File: src/rtl/dag_map.vh
// constants for the dual data address generators
`ifndef DDA_MAP_VH
`define DDA_MAP_VH
`define DDA_AW       14
`define DDA_SELW     2
`define DDA_NSLOT    8
`define DDA_NGEN     2
`define DDA_ZERO_AW  14'h0000
`define DDA_ZERO_SEL 2'h0
`define DDA_BIT_CLR  1'h0
`define DDA_BANK_DM  1'h0
`define DDA_BANK_PM  1'h1
`define DDA_GEN_DS   1'h0
`define DDA_GEN_DU   1'h1
`define DDA_LD_NONE  2'h0
`define DDA_LD_PTR   2'h1
`define DDA_LD_MOD   2'h2
`define DDA_LD_LEN   2'h3
`endif

File: src/rtl/dag_dual.v
// dual data address generators: pointers, modify, length, bit reverse
`timescale 1ns/1ps
`include "dag_map.vh"
// Notes on behaviour
// - four selectable pointers in each generator
// - post-modify used pointer by chosen modify
// - length per pointer makes circular buffer
// - first generator: data memory, optional bit reverse
// - second: program or data, never reversed
// - both generators work in same cycle
// - serial ports share circular addressing path
module dda_dual #(
  parameter AW = `DDA_AW
) (
  input  wire                 clk_i,
  input  wire                 reset_i,
  // register loads: ld_sel 1 pointer, 2 modify, 3 length
  input  wire [`DDA_SELW-1:0] ld_sel_i,
  input  wire                 ld_gen_i,
  input  wire [`DDA_SELW-1:0] ld_idx_i,
  input  wire [AW-1:0]        ld_data_i,
  // data side generator request
  input  wire                 ds_req_i,
  input  wire [`DDA_SELW-1:0] ds_ptr_i,
  input  wire [`DDA_SELW-1:0] ds_mod_i,
  input  wire                 ds_bitrev_i,
  // dual side generator request
  input  wire                 du_req_i,
  input  wire [`DDA_SELW-1:0] du_ptr_i,
  input  wire [`DDA_SELW-1:0] du_mod_i,
  input  wire                 du_bank_i,
  // serial port auto transfer, uses data side generator
  input  wire                 sp_req_i,
  input  wire [`DDA_SELW-1:0] sp_ptr_i,
  input  wire [`DDA_SELW-1:0] sp_mod_i,
  output wire [AW-1:0]        data_memory_address_bus_o,
  output wire                 dm_valid_o,
  output wire [AW-1:0]        program_memory_address_bus_o,
  output wire                 pm_valid_o,
  output wire [AW-1:0]        du_dm_address_o,
  output wire                 du_dm_valid_o,
  output wire                 sp_grant_o
);
  localparam SELW  = `DDA_SELW;
  localparam IW    = SELW + 1;
  localparam NSLOT = `DDA_NSLOT;
  localparam NGEN  = `DDA_NGEN;

  // slots 0-3 data side, 4-7 dual side; top index bit = generator
  reg  [AW-1:0]   ptr_r  [0:NSLOT-1];
  reg  [AW-1:0]   mod_r  [0:NSLOT-1];
  reg  [AW-1:0]   len_r  [0:NSLOT-1];
  reg  [AW-1:0]   base_r [0:NSLOT-1];

  // every output leaves from one of these flops
  reg  [AW-1:0]   dm_addr_r;
  reg             dm_valid_r;
  reg  [AW-1:0]   pm_addr_r;
  reg             pm_valid_r;
  reg  [AW-1:0]   du_dm_addr_r;
  reg             du_dm_valid_r;
  reg             sp_grant_r;

  // core wins the data side; serial port must hold its request
  wire            sp_go;
  wire            ds_go;
  wire [SELW-1:0] ds_p;
  wire [SELW-1:0] ds_m;
  assign sp_go = sp_req_i & ~ds_req_i;
  assign ds_go = ds_req_i | sp_go;
  assign ds_p  = ds_req_i ? ds_ptr_i : sp_ptr_i;
  assign ds_m  = ds_req_i ? ds_mod_i : sp_mod_i;

  // slot numbers: generator bit above the two select bits
  wire [IW-1:0]   ds_pi;
  wire [IW-1:0]   ds_mi;
  wire [IW-1:0]   du_pi;
  wire [IW-1:0]   du_mi;
  wire [IW-1:0]   ld_i;
  assign ds_pi = {`DDA_GEN_DS, ds_p};
  assign ds_mi = {`DDA_GEN_DS, ds_m};
  assign du_pi = {`DDA_GEN_DU, du_ptr_i};
  assign du_mi = {`DDA_GEN_DU, du_mod_i};
  assign ld_i  = {ld_gen_i, ld_idx_i};

  // operands of both generators, data side in the low part
  wire [NGEN*AW-1:0] cur_v;
  wire [NGEN*AW-1:0] mod_v;
  wire [NGEN*AW-1:0] len_v;
  wire [NGEN*AW-1:0] base_v;
  wire [NGEN*AW-1:0] nxt_v;
  assign cur_v  = {ptr_r[du_pi], ptr_r[ds_pi]};
  assign mod_v  = {mod_r[du_mi], mod_r[ds_mi]};
  assign len_v  = {len_r[du_pi], len_r[ds_pi]};
  assign base_v = {base_r[du_pi], base_r[ds_pi]};

  // one adder and wrap per generator, so both step together
  genvar g;
  generate
    for (g = 0; g < NGEN; g = g + 1) begin : gen_step
      wire [AW-1:0] cur  = cur_v[g*AW +: AW];
      wire [AW-1:0] modv = mod_v[g*AW +: AW];
      wire [AW-1:0] lenv = len_v[g*AW +: AW];
      wire [AW-1:0] basv = base_v[g*AW +: AW];
      reg  [AW:0]   sum_c;
      reg  [AW:0]   end_c;
      reg  [AW-1:0] nxt_c;
      // modify is two's complement: sign extend before the add
      always @* begin
        sum_c = {`DDA_BIT_CLR, cur} + {modv[AW-1], modv};
        end_c = {`DDA_BIT_CLR, basv} + {`DDA_BIT_CLR, lenv};
        nxt_c = sum_c[AW-1:0];
        if (lenv != `DDA_ZERO_AW) begin
          // a stride longer than the buffer wraps only once
          if (!modv[AW-1] && (sum_c >= end_c)) begin
            nxt_c = sum_c[AW-1:0] - lenv;
          end else if (modv[AW-1] && (sum_c[AW-1:0] < basv)) begin
            nxt_c = sum_c[AW-1:0] + lenv;
          end
        end
      end
      assign nxt_v[g*AW +: AW] = nxt_c;
    end
  endgenerate

  wire [AW-1:0]   ds_cur;
  wire [AW-1:0]   du_cur;
  wire [AW-1:0]   ds_nxt;
  wire [AW-1:0]   du_nxt;
  assign ds_cur = cur_v[AW-1:0];
  assign du_cur = cur_v[NGEN*AW-1:AW];
  assign ds_nxt = nxt_v[AW-1:0];
  assign du_nxt = nxt_v[NGEN*AW-1:AW];

  // mirrored address bits; only the data side owns this path
  wire [AW-1:0]   ds_rev;
  genvar k;
  generate
    for (k = 0; k < AW; k = k + 1) begin : gen_rev
      assign ds_rev[k] = ds_cur[AW-1-k];
    end
  endgenerate

  // reversal only when the core asks, never for a serial transfer
  wire            rev_on;
  wire            ld_ptr;
  wire            ld_mod;
  wire            ld_len;
  assign rev_on = ds_bitrev_i & ds_req_i;
  assign ld_ptr = (ld_sel_i == `DDA_LD_PTR);
  assign ld_mod = (ld_sel_i == `DDA_LD_MOD);
  assign ld_len = (ld_sel_i == `DDA_LD_LEN);

  // pointer file: load comes last so a write wins a collision
  integer jp;
  always @(posedge clk_i) begin
    if (reset_i) begin
      for (jp = 0; jp < NSLOT; jp = jp + 1) begin
        ptr_r[jp] <= `DDA_ZERO_AW;
      end
    end else begin
      if (ds_go) begin
        ptr_r[ds_pi] <= ds_nxt;
      end
      if (du_req_i) begin
        ptr_r[du_pi] <= du_nxt;
      end
      if (ld_ptr) begin
        ptr_r[ld_i] <= ld_data_i;
      end
    end
  end

  // buffer base follows the last pointer write, not the stepping
  integer jb;
  always @(posedge clk_i) begin
    if (reset_i) begin
      for (jb = 0; jb < NSLOT; jb = jb + 1) begin
        base_r[jb] <= `DDA_ZERO_AW;
      end
    end else if (ld_ptr) begin
      base_r[ld_i] <= ld_data_i;
    end
  end

  integer jm;
  always @(posedge clk_i) begin
    if (reset_i) begin
      for (jm = 0; jm < NSLOT; jm = jm + 1) begin
        mod_r[jm] <= `DDA_ZERO_AW;
      end
    end else if (ld_mod) begin
      mod_r[ld_i] <= ld_data_i;
    end
  end

  // zero length leaves that pointer in linear addressing
  integer jl;
  always @(posedge clk_i) begin
    if (reset_i) begin
      for (jl = 0; jl < NSLOT; jl = jl + 1) begin
        len_r[jl] <= `DDA_ZERO_AW;
      end
    end else if (ld_len) begin
      len_r[ld_i] <= ld_data_i;
    end
  end

  // data side output: the address used, before the step
  always @(posedge clk_i) begin
    if (reset_i) begin
      dm_addr_r  <= `DDA_ZERO_AW;
      dm_valid_r <= `DDA_BIT_CLR;
      sp_grant_r <= `DDA_BIT_CLR;
    end else begin
      dm_addr_r  <= rev_on ? ds_rev : ds_cur;
      dm_valid_r <= ds_go;
      sp_grant_r <= sp_go;
    end
  end

  // dual side output: both buses see the address, bank picks valid
  always @(posedge clk_i) begin
    if (reset_i) begin
      pm_addr_r     <= `DDA_ZERO_AW;
      du_dm_addr_r  <= `DDA_ZERO_AW;
      pm_valid_r    <= `DDA_BIT_CLR;
      du_dm_valid_r <= `DDA_BIT_CLR;
    end else begin
      pm_addr_r     <= du_cur;
      du_dm_addr_r  <= du_cur;
      pm_valid_r    <= du_req_i & (du_bank_i == `DDA_BANK_PM);
      du_dm_valid_r <= du_req_i & (du_bank_i == `DDA_BANK_DM);
    end
  end

  assign data_memory_address_bus_o    = dm_addr_r;
  assign dm_valid_o                   = dm_valid_r;
  assign program_memory_address_bus_o = pm_addr_r;
  assign pm_valid_o                   = pm_valid_r;
  assign du_dm_address_o              = du_dm_addr_r;
  assign du_dm_valid_o                = du_dm_valid_r;
  assign sp_grant_o                   = sp_grant_r;
endmodule // dda_dual

File: config.mk
export PLATFORM = sky130hd
export DESIGN_NAME = dda_dual
export DESIGN_NICKNAME = d
export VERILOG_FILES = /design/src/rtl/dag_dual.v
export VERILOG_INCLUDE_DIRS = /design/src /design/src/rtl
export SDC_FILE = /design/constraint.sdc
export NUM_CORES = 1
export LEC_CHECK = 0
export CAP_MARGIN = 40
export CORE_MARGIN = 4
export CORE_UTILIZATION = 50
export DETAILED_ROUTE_END_ITERATION = 16
export DONT_BUFFER_PORTS = 1
export PLACE_DENSITY = 0.64
export SYNTH_ARGS = -nofsm -noshare
export SYNTH_HDL_FRONTEND = slang
export SYNTH_SLANG_ARGS = --single-unit
File: constraint.sdc
create_clock -name clk_i -period 11.3 [get_ports clk_i]
set_input_delay 0 -clock clk_i [delete_from_list [all_inputs] [get_ports clk_i]]
set_output_delay 0 -clock clk_i [all_outputs]
set_load 0.1 [all_outputs]
==> metrics <==
outcome finished clean; min cycle time layout 6.66 ns; Synth Warn # 0; number of max-cap violations 0; post-CTS sizing 0; final hold vios 0; # hold bufs at CTS 49; Post-DRT Antenna Nets 0; nets@finish 2574; clock latency on the worst-skew pair 0.64 ns; Setup Crit Path Kind flop to flop; # fillers 4540; vias in the first global route between 15000 and 20000; R2R Path Start mod_r[6][0]; final setup TNS 0 ns; Die ar. approximately 0.060 mm^2; maximum VDD drop between 0.1 and 0.15 mV; crit path launch type flop; leakage power roughly 13 nW; ys flop type edfxtp_1; clock slew at reported path FFs 0.06 ns; crit path max fanout 10; Synth area leader edfxtp_1; drt drc 0; cells after synthesis between 2000 and 2500; Least-Margin Pin Slew 0.949 ns; Iter 0 DRT Violations between 2000 and 2500; slowest CP cell nor2_1; Avg Inst Size Synth 12.1 um^2; Seq cells post-synth 480; Req. time, crit path 11.65 ns; Post-synth EDFFs 448; Cell Chain, Critical Path mux4_2 -> ha_1 -> fa_1 -> a21o_1 -> a21oi_1 -> o21bai_1 -> a31oi_1 -> o21ai_0 -> a21oi_1 -> xnor2_1 -> ha_1 -> a211oi_1 -> nand2_1 -> a211oi_1 -> o311ai_0 -> a21o_1 -> nor2_1 -> inv_1 -> o221a_2 -> o22ai_1 -> o21bai_1; routability-driven placement congestion ratio 0.927; root buffer cell clkbuf_16; worst r2r dst ptr_r[5][9]; Post-Syn Area 0.0280 mm^2; Die Wd 245 um; # rows 86; clock tree from TritonCTS built; worst-case reg-to-reg path depth 21; maximum single-stage delay on the critical path around 0.64 ns; Hold WS 0.0292 ns; Port Buffers 0; top area cells in the synthesized netlist edfxtp_1 (48%), mux4_2 (7.8%), and2_1 (7.6%); first-pass GRT wire length 124 mm; worst hold path type primary input to flop; htree depth 2; skew final 0.0417 ns; area grow syn2layout 13.9%; Fmax between 150 and 200 MHz; DR vias about 19000; CP Capture Type flop; Finish-stage setup viols 0; Worst Setup SP mod_r[6][0]; Initial Utilization 0.506; core area 0.0553 mm^2; All-Layer GR Usage 0.276; layout cell share with drive strength beyond 1 0.150; total grt overflow 0; I/O pin count 84; fin. max-slew vios 0; post-DP HPWL 56.2 mm; Cell variety after synth 94; period utilisation layout 0.590; drt first pass iters 5; CTS max path bufs 3; CTS buffer count between 50 and 60; Slew headroom 0.367; R2R Setup Slk between 4 and 5 ns; CTS Sinks 480; ys async rst share 0; Synth top area share 0.481; DRT Wirelength 83.1 mm; Worst Setup EP ptr_r[5][9]; register area share after synthesis 0.504; DR vias/cell just over 6; Power Total 0.00664 W; largest net degree at the start of global routing 54; Routed wire per std cell 26.3 um; initial antenna violation count 2; die extent in y around 240 um; RSZ-0062 raised after global routing no; PD cells 208 mW/mm^2; Setup Fix Bufs, Post-CTS 0; Mapped Nets roughly 2500; CP Data Arrival Time approximately 7.0 ns
==> kinds of logic after synthesis <==
group / Yosys count / synth area share
and+or+nand+nor: 721 / 0.145
AOI/OAI and AO/OA: 503 / 0.126
DFF: 480 / 0.504
buffers and inverters: 241 / 0.0363
adders and majority gates: 166 / 0.0758
muxes: 132 / 0.0916
xor gates and xnor gates: 68 / 0.0221
==> placed cells by master (no fill, tap or decap), types with 10 or more instances in the layout <==
cell type        n
o21ai_0         47
buf_8           16
xor2_1          20
dfxtp_1         18
nand2_1        100
clkbuf_1        10
o21bai_1        92
o22ai_1         16
clkinv_1        11
o211ai_1        10
nor3_1          16
nor2b_1         28
nand2b_1        18
clkbuf_16       52
nor4_1          10
edfxtp_1       448
nor2_1          95
mux4_2          97
a31oi_1         16
a211oi_1        17
ha_1           160
inv_1          113
dfxtp_2         14
or3_1           11
a21oi_1        102
o21a_1          14
xnor2_1         45
nand3_1         12
buf_4           41
mux2i_1         26
clkinv_2        11
or2_2           32
a21o_1          85
and2_1         342
buf_16          23
dlygate4sd3_1   39
==> how the worst min path moves through the flow <==
stage | slack [ns] | cells after the start | endpoint | startpoint
finish | 0.03 | 1 | base_r[6][4] | reset_i
global route | 0.05 | 4 | ptr_r[4][9] | ld_idx_i[1]
CTS | 0.0009 | 4 | ptr_r[4][9] | ld_idx_i[1]
detailed placement | 0.08 | 1 | du_dm_address_o[13] | reset_i
global placement | 0.07 | 1 | du_dm_address_o[8] | reset_i
floorplan | 0.07 | 1 | du_dm_valid_o | du_bank_i
==> critical path: cells and delay by family (launching register included) <==
kind	cells	cell delay [ns]
DFF	1	0.36
AOI/OAI and AO/OA	13	3.29
and+or+nand+nor	2	0.77
muxes	1	0.54
buffers and inverters	1	0.27
xor gates and xnor gates	1	0.20
adders and majority gates	3	0.94
==> report_power, final <==
part	internal, W	total [W]	switching (W)
sequential	0.00209	0.00217	0.0000794
clock	0.000951	0.00170	0.000754
combinational	0.00104	0.00277	0.00173
total	0.00408	0.00664	0.00256
==> area by class of cell <==
type                       instances  area, um^2  share of cell area
sequential                       480       14100               0.443
multi-input combinational       1590       12900               0.405
timing repair buffer             132        1780              0.0558
clock buffer                      62        1340              0.0420
tap                              748         936              0.0294
inverter                         114         428              0.0134
clock inverter                    35         359              0.0113
antenna                            1        2.50           0.0000785
==> sequential cells by signal, indices dropped and copies added (netlist names) <==
name	cells
pm_valid_o	1
ptr_r	112
base_r	112
mod_r	112
du_dm_address_o	14
du_dm_valid_o	1
sp_grant_o	1
len_r	112
dm_valid_o	1
data_memory_address_bus_o	14
==> synth_stat cells, types with 47 or more instances <==
master / number
nand2_1: 100
clkbuf_1: 86
edfxtp_1: 448
o21ai_0: 47
nor2_1: 97
a21o_1: 85
o21bai_1: 92
ha_1: 160
and2_1: 342
mux4_2: 97
inv_1: 113
a21oi_1: 102
==> metal layers <==
layer / up-vias / part of all wire / track usage
met3: 149 / 0.098 / 0.0633
met1: 9709 / 0.42 / 0.392
met5: - / 0 / 0
met2: 871 / 0.45 / 0.432
met4: 0 / 0.027 / 0.0745
li1: 8680 / - / -
==> stage by stage <==
stage	cell area, um^2	setup slack [ns]	util	instances
after floorplan	28000	4.36	-	2311
after global placement	28700	4.33	0.518	2968
after detailed placement	29500	4.22	0.533	3009
after CTS	31800	4.58	0.575	3155
after global routing	31900	4.18	0.576	3161
final	31900	4.64	0.576	3162
Note: power is estimated with default switching activity, not from simulation.
